File: src/include/port_adapter_pkg.sv
package port_adapter_pkg;

  localparam int PORT_W = 8;

  // Control byte field positions.
  localparam int BIT_EN1 = 0;
  localparam int BIT_POL1 = 1;
  localparam int BIT_DSEL = 2;
  localparam int BIT_EN2 = 3;
  localparam int BIT_POL2 = 4;
  localparam int BIT_MODE2 = 5;
  localparam int BIT_FLAG2 = 6;
  localparam int BIT_FLAG1 = 7;

  localparam logic [7:0] RESET_BYTE = 8'h00;
  localparam logic [7:0] CTL_WMASK = 8'h3F;

  // Register select codes, high select line first.
  localparam logic [1:0] SEL_A_DATA = 2'h0;
  localparam logic [1:0] SEL_A_CTL = 2'h1;
  localparam logic [1:0] SEL_B_DATA = 2'h2;
  localparam logic [1:0] SEL_B_CTL = 2'h3;

  typedef enum {T_OUT, T_DIR, T_CTL} target_e;

  typedef struct packed {
    logic strobe;
    logic rw;
    logic cs_pos_a;
    logic cs_pos_b;
    logic cs_neg;
    logic reg_sel_hi;
    logic reg_sel_lo;
    logic [7:0] data;
  } host_bus_s;

  typedef struct packed {
    logic [7:0] out_data;
    logic [7:0] dir;
    logic [7:0] ctl;
    logic [1:0] armed;
    logic [1:0] last_lvl;
  } port_s;

endpackage

File: src/hw/pin_sync.sv
`timescale 1ns/1ps
module pin_sync #(
  parameter int W = 8
) (
  input wire logic mclk,
  input wire logic rstn,
  input wire logic [W-1:0] raw,
  output logic [W-1:0] stable
);

  typedef struct packed {
    logic [W-1:0] s1;
    logic [W-1:0] s2;
    logic [W-1:0] s3;
    logic [W-1:0] val;
  } sync_s;

  sync_s st;
  sync_s next_st;

  // A bit only moves once the second and third stages agree, so a
  // level caught mid-flight in the first stage never reaches logic.
  always_comb
  begin
    next_st = st;
    next_st.s1 = raw;
    next_st.s2 = st.s1;
    next_st.s3 = st.s2;
    for (int i = 0; i < W; i++)
    begin
      if (st.s2[i] == st.s3[i])
      begin
        next_st.val[i] = st.s3[i];
      end
    end
  end

  always_ff @(posedge mclk)
  begin
    if (!rstn)
    begin
      st <= '0;
    end
    else
    begin
      st <= next_st;
    end
  end

  assign stable = st.val;

endmodule

File: src/hw/port_adapter.sv
`timescale 1ns/1ps
module port_adapter (
  input wire logic mclk,
  input wire logic rstn,
  input wire logic [7:0] bus_data_in,
  output logic [7:0] bus_data_out,
  output logic bus_data_oe,
  input wire logic bus_rw,
  input wire logic bus_strobe,
  input wire logic chip_sel_pos_a,
  input wire logic chip_sel_pos_b,
  input wire logic chip_sel_neg,
  input wire logic reg_sel_lo,
  input wire logic reg_sel_hi,
  input wire logic [7:0] port_a_pins_in,
  output logic [7:0] port_a_pins_out,
  output logic [7:0] port_a_pins_oe,
  input wire logic [7:0] port_b_pins_in,
  output logic [7:0] port_b_pins_out,
  output logic [7:0] port_b_pins_oe,
  input wire logic port_a_edge_in,
  input wire logic port_b_edge_in,
  input wire logic port_a_ctl_line_in,
  output logic port_a_ctl_line_out,
  output logic port_a_ctl_line_oe,
  input wire logic port_b_ctl_line_in,
  output logic port_b_ctl_line_out,
  output logic port_b_ctl_line_oe,
  output logic port_a_irq_n_out,
  output logic port_a_irq_n_oe,
  output logic port_b_irq_n_out,
  output logic port_b_irq_n_oe
);

  localparam int HB_W = $bits(port_adapter_pkg::host_bus_s);
  localparam int SYNC_W = HB_W + 4 + 2 * port_adapter_pkg::PORT_W;

  typedef struct packed {
    port_adapter_pkg::port_s [1:0] port;
    logic strobe_q;
    logic [7:0] rdata;
    logic rd_oe;
  } state_s;

  state_s st;
  state_s next_st;

  port_adapter_pkg::host_bus_s hb;
  logic [1:0] lines_a;
  logic [1:0] lines_b;
  logic [7:0] pins_a;
  logic [7:0] pins_b;
  logic [SYNC_W-1:0] sync_raw;
  logic [SYNC_W-1:0] sync_val;

  logic rise;
  logic fall;
  logic sel;
  logic cur_port;
  port_adapter_pkg::target_e tgt;
  logic [1:0] clr;
  logic [1:0][1:0] set;
  logic [1:0][1:0] lvl;
  logic [1:0][7:0] pins;
  logic [1:0] irq;

  // Every host and peripheral input is asynchronous to mclk.
  assign sync_raw = {bus_strobe, bus_rw, chip_sel_pos_a, chip_sel_pos_b,
                     chip_sel_neg, reg_sel_hi, reg_sel_lo, bus_data_in,
                     port_a_ctl_line_in, port_a_edge_in,
                     port_b_ctl_line_in, port_b_edge_in,
                     port_a_pins_in, port_b_pins_in};

  pin_sync #(
    .W(SYNC_W)
  ) u_sync (
    .mclk(mclk),
    .rstn(rstn),
    .raw(sync_raw),
    .stable(sync_val)
  );

  // Interrupt lines only feed edge logic after synchronising.
  assign {hb, lines_a, lines_b, pins_a, pins_b} = sync_val;

  function automatic port_adapter_pkg::target_e decode(
    input logic lo,
    input logic [7:0] ctl
  );
    if (lo)
    begin
      return port_adapter_pkg::T_CTL;
    end
    else if (ctl[port_adapter_pkg::BIT_DSEL])
    begin
      return port_adapter_pkg::T_OUT;
    end
    return port_adapter_pkg::T_DIR;
  endfunction

  function automatic logic edge_hit(
    input logic cur,
    input logic last,
    input logic pol
  );
    return pol ? (cur & ~last) : (~cur & last);
  endfunction

  function automatic logic [7:0] read_value(
    input port_adapter_pkg::port_s ps,
    input logic [7:0] pv,
    input port_adapter_pkg::target_e t,
    input logic is_b
  );
    logic [7:0] v;
    v = pv;
    if (is_b)
    begin
      v = (ps.dir & ps.out_data) | (~ps.dir & pv);
    end
    unique case (t)
      port_adapter_pkg::T_OUT: return v;
      port_adapter_pkg::T_DIR: return ps.dir;
      port_adapter_pkg::T_CTL: return ps.ctl;
    endcase
  endfunction

  assign pins[0] = pins_a;
  assign pins[1] = pins_b;
  // Index 0 is the edge-only line, index 1 the dual-use line.
  assign lvl[0] = {lines_a[1], lines_a[0]};
  assign lvl[1] = {lines_b[1], lines_b[0]};

  assign rise = ~st.strobe_q & hb.strobe;
  assign fall = st.strobe_q & ~hb.strobe;
  // Selects are only valid while the host holds them steady.
  assign sel = hb.cs_pos_a & hb.cs_pos_b & ~hb.cs_neg;
  assign cur_port = hb.reg_sel_hi;
  assign tgt = decode(hb.reg_sel_lo, st.port[cur_port].ctl);

  always_comb
  begin
    next_st = st;
    next_st.strobe_q = hb.strobe;
    clr = '0;
    set = '0;
    irq = '0;
    if (rise && sel && hb.rw)
    begin
      next_st.rdata = read_value(st.port[cur_port], pins[cur_port], tgt,
                                 cur_port);
      next_st.rd_oe = 1'b1;
    end
    if (fall)
    begin
      next_st.rd_oe = 1'b0;
    end
    for (int p = 0; p < 2; p++)
    begin
      // Flags clear at the end of a data register read strobe.
      clr[p] = fall & sel & hb.rw & (cur_port == p[0])
               & (tgt == port_adapter_pkg::T_OUT);
      set[p][0] = st.port[p].armed[0]
                  & edge_hit(lvl[p][0], st.port[p].last_lvl[0],
                  st.port[p].ctl[port_adapter_pkg::BIT_POL1]);
      set[p][1] = st.port[p].armed[1]
                  & ~st.port[p].ctl[port_adapter_pkg::BIT_MODE2]
                  & edge_hit(lvl[p][1], st.port[p].last_lvl[1],
                  st.port[p].ctl[port_adapter_pkg::BIT_POL2]);
      // A new edge in the clearing cycle survives the clear.
      next_st.port[p].ctl[port_adapter_pkg::BIT_FLAG1] =
        (st.port[p].ctl[port_adapter_pkg::BIT_FLAG1] & ~clr[p])
        | set[p][0];
      next_st.port[p].ctl[port_adapter_pkg::BIT_FLAG2] =
        (st.port[p].ctl[port_adapter_pkg::BIT_FLAG2] & ~clr[p])
        | set[p][1];
      if (clr[p])
      begin
        next_st.port[p].armed = 2'h0;
      end
      if (fall && !sel)
      begin
        next_st.port[p].armed = 2'h3;
      end
      // Line levels are sampled once per strobe, which is why the
      // peripheral must leave a strobe between its two edges.
      if (fall)
      begin
        next_st.port[p].last_lvl = lvl[p];
      end
      // An edge is used up once it sets its flag, so a level left active
      // cannot keep setting a flag that a data read has just cleared.
      next_st.port[p].last_lvl = (next_st.port[p].last_lvl & ~set[p])
                                 | (lvl[p] & set[p]);
      if (fall && sel && !hb.rw && cur_port == p[0])
      begin
        unique case (tgt)
          port_adapter_pkg::T_OUT:
            next_st.port[p].out_data = hb.data;
          port_adapter_pkg::T_DIR:
            next_st.port[p].dir = hb.data;
          port_adapter_pkg::T_CTL:
            next_st.port[p].ctl =
              (next_st.port[p].ctl & ~port_adapter_pkg::CTL_WMASK)
              | (hb.data & port_adapter_pkg::CTL_WMASK);
        endcase
      end
      irq[p] = (st.port[p].ctl[port_adapter_pkg::BIT_FLAG1]
                & st.port[p].ctl[port_adapter_pkg::BIT_EN1])
               | (st.port[p].ctl[port_adapter_pkg::BIT_FLAG2]
                & st.port[p].ctl[port_adapter_pkg::BIT_EN2]);
    end
  end

  always_ff @(posedge mclk)
  begin
    if (!rstn)
    begin
      st <= '0;
    end
    else
    begin
      st <= next_st;
    end
  end

  assign bus_data_out = st.rdata;
  assign bus_data_oe = st.rd_oe;

  assign port_a_pins_out = st.port[0].out_data;
  assign port_a_pins_oe = st.port[0].dir;
  assign port_b_pins_out = st.port[1].out_data;
  assign port_b_pins_oe = st.port[1].dir;

  // Output mode of the dual-use line is reduced to a manual level.
  // The handshake and pulse modes are not provided here.
  assign port_a_ctl_line_oe = st.port[0].ctl[port_adapter_pkg::BIT_MODE2];
  assign port_a_ctl_line_out = ~st.port[0].ctl[port_adapter_pkg::BIT_POL2]
                             | st.port[0].ctl[port_adapter_pkg::BIT_EN2];
  assign port_b_ctl_line_oe = st.port[1].ctl[port_adapter_pkg::BIT_MODE2];
  assign port_b_ctl_line_out = ~st.port[1].ctl[port_adapter_pkg::BIT_POL2]
                             | st.port[1].ctl[port_adapter_pkg::BIT_EN2];

  // Only ever pulls low, so several requests can share one wire.
  assign port_a_irq_n_out = 1'b0;
  assign port_a_irq_n_oe = irq[0];
  assign port_b_irq_n_out = 1'b0;
  assign port_b_irq_n_oe = irq[1];
endmodule

File: config.mk
export PLATFORM = sky130hd
export DESIGN_NAME = port_adapter
export DESIGN_NICKNAME = d
export VERILOG_FILES = /design/src/include/port_adapter_pkg.sv /design/src/hw/pin_sync.sv /design/src/hw/port_adapter.sv
export SDC_FILE = /design/constraint.sdc
export NUM_CORES = 1
export LEC_CHECK = 0
export BUFFER_PORTS_ARGS = -buffer_cell sky130_fd_sc_hd__buf_4
export CORE_MARGIN = 1
export CORE_UTILIZATION = 60
export CTS_BUF_LIST = sky130_fd_sc_hd__clkbuf_8
export DETAILED_ROUTE_END_ITERATION = 7
export PLACE_DENSITY = 0.79
export SYNTH_ARGS = -nofsm -noshare
export SYNTH_HDL_FRONTEND = slang
export SYNTH_SLANG_ARGS = --single-unit
File: constraint.sdc
create_clock -name mclk -period 1.8 [get_ports mclk]
set_clock_uncertainty 0.15 [all_clocks]
set_input_delay 0.27 -clock mclk [delete_from_list [all_inputs] [get_ports mclk]]
set_output_delay 0.27 -clock mclk [all_outputs]
set_load 0.02 [all_outputs]
# Word-level counts from Yosys, hierarchy flattened
# Index checks and enable logic that the tools add are counted.
# W data, S select, Z words.
# word_totals
reg_bits	206
input_bits	37
output_inout_bits	49
elab_cells	208
# classes
n_lt_le_gt_ge	1
eq_ne	37
mux	24
bitwise	73
reduce_logical	20
# ops
cell	count
$logic_not A32 Y1	2
$mux W28	2
$mux W8	7
$eq A1 B1 Y1	35
$and A1 B1 Y1	32
$pmux W8 S3	1
$not A1 Y1	19
$and A8 B8 Y8	2
$mux W2	8
$or A8 B6 Y8	2
$reduce_and A2 Y1	6
$and A2 B2 Y2	4
$not A8 Y8	1
$or A1 B1 Y1	8
$or A8 B8 Y8	1
$logic_and A1 B1 Y1	7
$mux W1	6
$not A2 Y2	2
$or A2 B2 Y2	2
$reduce_bool A2 Y1	2
$eq A2 B1 Y1 const B	1
$eq A2 B2 Y1 const B	1
$logic_not A1 Y1	2
$lt A1 B2 Y1 const B	1
$reduce_or A2 Y1	1

# Logic depth before layout (Yosys ltp)
# Gate-level depths: netlist of run 1.
# logic_depth
depth_word	13
depth_mapped	7
mapped_depth_nobuf	4

# Hierarchy
# A second synthesis of run 1 with hierarchy kept.
# hier_totals
hier_cells	760
area_unflattened_um2	7699.9
# modules_own_cells
module	n_inst	cells_per_inst	area_each_um2	seq_area_each_um2
pin_sync	1	400	4408.0	2802.7
port_adapter	1	360	3291.9	1281.2

# Worst setup path after synthesis of run 1
# No wires, ideal clock.
# synth_timing
kind	reg-to-reg
startpoint	reg u_sync.st, in the netlist u_sync.stable[34]
endpoint	reg st, in the netlist port_a_pins_out[5]
setup_time_ps	115
arrival_time_ps	1378
t_required_ps	1535
setup_slack_ps	157
stages_incl_launch_ff	8
n_path_buf	3
synth_period_minus_slack_ps	1643
path_cell_list	dfxtp_1 > buf_6 > nor3b_4 > nand4bb_1 > buf_4 > buf_12 > nand3_1 > o21ai_2
# synth_via
elab_chain_cells	6
# synth_lines
item	line	text
start, declared	pin_sync.sv:18	sync_s st;
start signal, assigned	pin_sync.sv:46	st <= next_st;
$not A1 Y1	port_adapter.sv:135	assign fall = st.strobe_q & ~hb.strobe;
$and A1 B1 Y1	port_adapter.sv:135	
$logic_and A1 B1 Y1 (3 in series)	port_adapter.sv:195	if (fall && sel && !hb.rw && cur_port == p[0])
$reduce_and A2 Y1 (no line)	-	
end signal, assigned	port_adapter.sv:223	st <= next_st;
end, declared	port_adapter.sv:45	state_s st;
# No other way between the ends.
# A chain may end at the register's enable or synchronous reset.

# Worst setup path after layout of run 1
# layout_timing
startpoint	reg st[9] (netlist name)
endpoint	reg st, in the netlist port_a_pins_out[7]
# layout_via
elab_chain_cells	5
# layout_lines
item	line
$and A1 B1 Y1	port_adapter.sv:135
$logic_and A1 B1 Y1 (3 in series)	port_adapter.sv:195
$reduce_and A2 Y1 (no line)	-
# No other way between the ends.

==> results.yml, run 1 <==
outcome:
  outcome: "finished, final reports clean"
floorplan:
  io_pins: 86
  core_area_sq_um: 11960
  fp.dieW_um: 112.7
  placementRows: 40
  dieArea_sq_um: 12690
  start_util_pct: 61.41
  fp.dieH_um: 112.7
logic_synthesis:
  yosysWarnings: 0
  seq_area_frac_synth_pct: 55.60
  synth_edf_count: 0
  syn-cell-area_sq_um: 7346
  synth.distinct_cells: 42
  postSynthCellCount: 729
  async_reset_ff_share_pct: 0
  synth_seq_cells: 204
  ys.flop_type: "dfxtp_1"
  avgSynthCellArea_sq_um: 10.08
timing:
  slew_headroom_pct: 53.54
  setup_violations: 0
  drv_slew: 0
  period_share_pct: 94.77
  tightest_slew_ns: 0.6954
  fmax_mhz: 586.2
  fin_crit_ns: 1.706
  finalHoldViolCount: 0
  rsz0062_at_grt: "no"
clock_network:
  clock_sinks: 204
  clockRootBuffer: "clkbuf_8"
  cts_tree: "done"
  clk_path_buf_depth: 3
  path_clk_slew_ns: 0.06
  clk_latency_ns: 0.53
  cts_max_level: 1
  cts_buffers: 30
placed_design:
  place.gp.congestion: 0.8388
  dp.cells: 896
  dp_hpwl_mm: 9.898
  port_buffers: 83
final_layout:
  seqCellArea_sq_um: 4086
  final_layout_size_suffix_gt1_share_pct: 19.07
  syn2layout_area_growth_pct: 19.47
  fill_cells: 833
  fin_cells: 986
  fin_nets: 855
  multiInputGateArea_sq_um: 2746
  antennaDiodeCount: 0
grt:
  antenna_found_initial: 0
  grt_overflow: 0
  grt_pass1_vias: 4986
  grt_pass1_wl_mm: 23.35
  grtUsageMet3_pct: 3.672
  grtUsageMet1_pct: 28.70
  grtUsageMet2_pct: 40.49
  grt_util_all_layers_pct: 22.81
  grt-busiest-layer: "met2"
  grt_max_degree: 74
setup_path:
  path_class: "flip-flop to flip-flop"
  rrSetupSlack_ns: 0.09
  crit_path_start_kind: "flip-flop"
  crit_required_ns: 2.06
  crit_path_end_kind: "flip-flop"
  crit_fanout: 16
  crit_arrival_ns: 1.97
pwr:
  power_leakage_nw: 3.461
  p_per_area_nw_per_um2: 972.0
  p_total_mw: 8.530
  irDropWorstVdd_mv: 0.7795
routing:
  antenna_left: 0
  drt_pass1_iterations: 4
  vias_per_cell: 5.362
  wirelength_mm: 14.76
  vias: 5287
  drt_iter0_drc: 335
  wl_per_cell_um: 14.97
  drc_errors: 0
job:
  max-cap-violations: 0
min_path:
  hold_class: "flip-flop to flip-flop"
==> where the power goes <==
group	switching (mW)	internal, mW	total, mW	leakage, nW
logic	0.112	0.174	0.286	1.45
clock network	1.63	1.97	3.59	0.351
registers	0.0359	4.61	4.65	1.66
total	1.78	6.75	8.53	3.46
==> layer usage <==
metal | wire length (um) | vias up
li1 | - | 2636
met1 | 6747 | 2484
met2 | 7082 | 146
met3 | 718 | 21
met4 | 208 | 0
met5 | 0 | -
==> cells in the mapped netlist (all sizes together) (5+ instances only) <==
master | instances | area, sq um
o21ai | 94 | 500.5
nand2b | 8 | 50.05
dfxtp | 204 | 4084
nor2 | 10 | 37.54
nand4b | 5 | 88.84
a32o | 12 | 120.1
mux2i | 17 | 182.7
nand3 | 44 | 220.2
buf | 59 | 424.2
a211o | 6 | 52.55
a221oi | 6 | 52.55
nand2 | 61 | 229.0
a21boi | 38 | 285.3
and2 | 110 | 688.2
clkbuf | 22 | 83.83
==> per-stage QoR <==
stage	worst slack (ns)	utilization (%)	hold WS (ns)	setup TNS (ns)	instance area, sq um
final	0.09421	73.37	0.2803	0	8776
after global routing	0.03189	73.37	0.2932	0	8776
after floorplan	0.1568	-	0.2473	0	7350
after CTS	0.04781	73.35	0.2832	0	8773
after global placement	0.08337	65.22	0.2648	0	7801
after detailed placement	-0.01715	65.22	0.2679	-0.02441	7801
==> worst max-delay path, cell delays in order (launching register included) <==
cell and delay, ns:
dfxtp_1 0.37, nor3b_4 0.47, nand4bb_1 0.17, buf_4 0.24
nand3_1 0.13, o21ai_2 0.06
==> sequential cells by signal (all words and copies together), names as in the netlist, named ones only <==
| name | cells |
|---|---|
| port_b_pins_oe | 8 |
| u_sync.stable | 35 |
| st | 17 |
| port_b_ctl_line_oe | 1 |
| port_a_ctl_line_oe | 1 |
| bus_data_oe | 1 |
| bus_data_out | 8 |
| u_sync.next_st | 70 |
| port_a_pins_out | 8 |
| port_a_pins_oe | 8 |
| port_b_pins_out | 8 |
| u_sync.st | 35 |
==> layout by cell type (no fill, tap or decap), types with 4 or more instances in the layout <==
cell / instances
a211o_1: 6
a21boi_0: 37
a221oi_1: 6
a22o_1: 4
a32o_1: 12
and2_1: 110
buf_4: 99
clkbuf_8: 40
clkinv_2: 4
dfxtp_1: 202
dlygate4sd3_1: 36
inv_1: 12
mux2i_1: 16
nand2_1: 61
nand2b_1: 8
nand3_1: 44
nand3b_1: 4
nor2_1: 10
nor2b_1: 4
o21ai_0: 82
o21ai_1: 4
o21ai_2: 8
==> cell type report <==
cell class / instances / area share (%)
Tap cell: 147 / 2.096
Timing Repair Buffer: 137 / 13.03
Inverter: 3 / 0.1283
Multi-Input combinational cell: 442 / 31.29
Clock buffer: 40 / 6.273
Clock inverter: 13 / 0.6131
Sequential cell: 204 / 46.56
==> path summary, 6_finish.rpt <==
path / startpoint / to / cells past startpoint
setup / recovery: st[9] / port_a_pins_out[7] / 5
hold / removal: u_sync.next_st[75] / u_sync.next_st[40] / 1
setup reg to reg: st[9] / port_a_pins_out[7] / 5
hold reg to reg: u_sync.next_st[75] / u_sync.next_st[40] / 1
==> repair_timing <==
action / CTS / global route
pin swaps: 1 / 0
gates resized for setup: 0 / 2
buffers inserted: 1 / 0
hold endpoints to repair: 44 / 0
hold buffers: 36 / 0
endpoints found under the setup margin: 4 / 17
==> logic make-up (layout without fill, tap and decap cells) <==
group	after synthesis	after routing	synth area share (%)
and+or+nand+nor	255	255	19.66
muxes	17	17	2.487
buffers and inverters	84	193	7.069
other	1	2	0.05105
AOI/OAI and AO/OA	168	168	15.14
DFF	204	204	55.60
No activity file was read; power rests on OpenSTA's default activity.
==> run 2, diff against run 1 <==
--- a/config.mk
+++ b/config.mk
@@ -10,6 +10,8 @@
 export CORE_UTILIZATION = 60
 export CTS_BUF_LIST = sky130_fd_sc_hd__clkbuf_8
 export DETAILED_ROUTE_END_ITERATION = 7
+export GPL_TIMING_DRIVEN = 0
+export HOLD_SLACK_MARGIN = 0.06
 export PLACE_DENSITY = 0.79
 export SYNTH_ARGS = -nofsm -noshare
 export SYNTH_HDL_FRONTEND = slang
==> results.yml, run 2 (synthesized netlist as in run 1, its figures left out) <==
clock_network:
  clk_path_buf_depth: 3
  cts_tree: "done"
  clock_sinks: 204
  cts_max_level: 1
  cts_buffers: 31
  clockRootBuffer: "clkbuf_8"
  path_clk_slew_ns: 0.07
  clk_latency_ns: 0.56
routing:
  wl_per_cell_um: 16.39
  vias_per_cell: 5.471
  antenna_left: 0
  drt_pass1_iterations: 6
  wirelength_mm: 17.25
  vias: 5756
  drt_iter0_drc: 322
  drc_errors: 0
setup_path:
  path_class: "flip-flop to flip-flop"
  crit_fanout: 8
  crit_arrival_ns: 2.03
  crit_path_end_kind: "flip-flop"
  crit_path_start_kind: "flip-flop"
  crit_required_ns: 2.08
pwr:
  irDropWorstVdd_mv: 0.6366
  p_per_area_nw_per_um2: 957.8
  power_leakage_nw: 3.725
final_layout:
  final_layout_size_suffix_gt1_share_pct: 22.87
  fin_nets: 920
  fill_cells: 817
  seqCellArea_sq_um: 4085
  largest_reg_flops: 70
  antennaDiodeCount: 0
  syn2layout_area_growth_pct: 25.43
  finish.utilization_pct: 77.03
  final_cell_mix: "203 x dfxtp_1, 131 x buf_4, 109 x and2_1"
  multiInputGateArea_sq_um: 2754
  final_common_cell: "dfxtp_1"
timing:
  fmax_mhz: 571.6
  tns_ns: 0
  rsz0062_at_grt: "no"
  drv_slew: 0
  fin_ws_ns: 0.05062
  tightest_slew_ns: 0.6316
  slew_headroom_pct: 57.89
  finalHoldViolCount: 0
  fin_crit_ns: 1.749
  setup_violations: 0
  period_share_pct: 97.19
grt:
  grt_max_degree: 17
  grt_pass1_wl_mm: 27.23
  grt_overflow: 0
  grt_pass1_vias: 5595
  antenna_found_initial: 0
  grt_util_all_layers_pct: 27.29
min_path:
  hold_class: "input port to flip-flop"
placed_design:
  port_buffers: 82
  dp_slack_ns: -0.1816
  place.gp.congestion: 0.8844
  dp_hpwl_mm: 11.68
floorplan:
  fp.dieW_um: 112.7
  start_util_pct: 61.41
  core_area_sq_um: 11960
  placementRows: 40
  io_pins: 86
  dieArea_sq_um: 12690
  fp.dieH_um: 112.7
job:
  max-cap-violations: 0
outcome:
  outcome: "finished, final reports clean"
[run 2: cell types whose count changed in the layout (fill, tap and decap cells not counted), sizes merged]
cell / change
clkbuf: +20
clkinv: +1
bufinv: +1
buf: +44
[run 2: worst max-delay path, stage by stage, from the launching register on]
cell and delay [ns]:
dfxtp_1 0.32, buf_6 0.14, nand2b_1 0.28, o41a_1 0.51, a32o_1 0.22
[run 2: routing by layer]
metal	up-vias	global-route usage [%]	routed length [um]
met5	-	0	0
met4	0	11.82	566
met3	38	4.752	990
met2	198	47.49	8417
met1	2754	33.24	7273
li1	2766	-	-
[run 2: cell type report]
class,count,share of cell area (%)
tap,147,1.996
buffer,80,5.608
timing repair buffer,121,10.97
inverter,3,0.1222
multi-input combinational,442,29.89
sequential,204,44.34
clock buffer,40,5.975
clock inverter,15,1.100
[run 2: report_power, final]
part | internal [mW] | leakage, nW | total, mW | switching, mW
clock | 2.14 | 0.369 | 3.86 | 1.71
sequential | 4.61 | 1.66 | 4.65 | 0.0373
combinational | 0.174 | 1.69 | 0.318 | 0.144
[run 2: path summary, 6_finish.rpt]
| kind | from | slack (ns) | cells past startpoint | to |
|---|---|---|---|---|
| max | u_sync.stable[34] | 0.05 | 4 | st[48] |
| min | rstn | 0.25 | 3 | u_sync.stable[34] |
| min reg2reg | u_sync.next_st[76] | 0.28 | 1 | u_sync.next_st[41] |
| max reg2reg | u_sync.stable[34] | 0.05 | 4 | st[48] |
[run 2: repair_timing]
item	CTS	global route
resized for setup	3	9
pin swaps	1	1
endpoints found under the setup margin	27	20
hold buffers	36	0
buffers inserted	1	2
endpoints found under the hold margin	36	0
[run 2: per-stage QoR]
stage / cells / power (mW) / area [sq um] / hold slack (ns)
final: 1052 / 8.825 / 9214 / 0.2485
after global routing: 1052 / 9.122 / 9214 / 0.2737
after CTS: 1050 / 8.855 / 9184 / 0.2387
after detailed placement: 959 / 4.994 / 8149 / 0.2677
after global placement: 959 / 4.980 / 8149 / 0.2641
after floorplan: 730 / 4.870 / 7350 / 0.2473
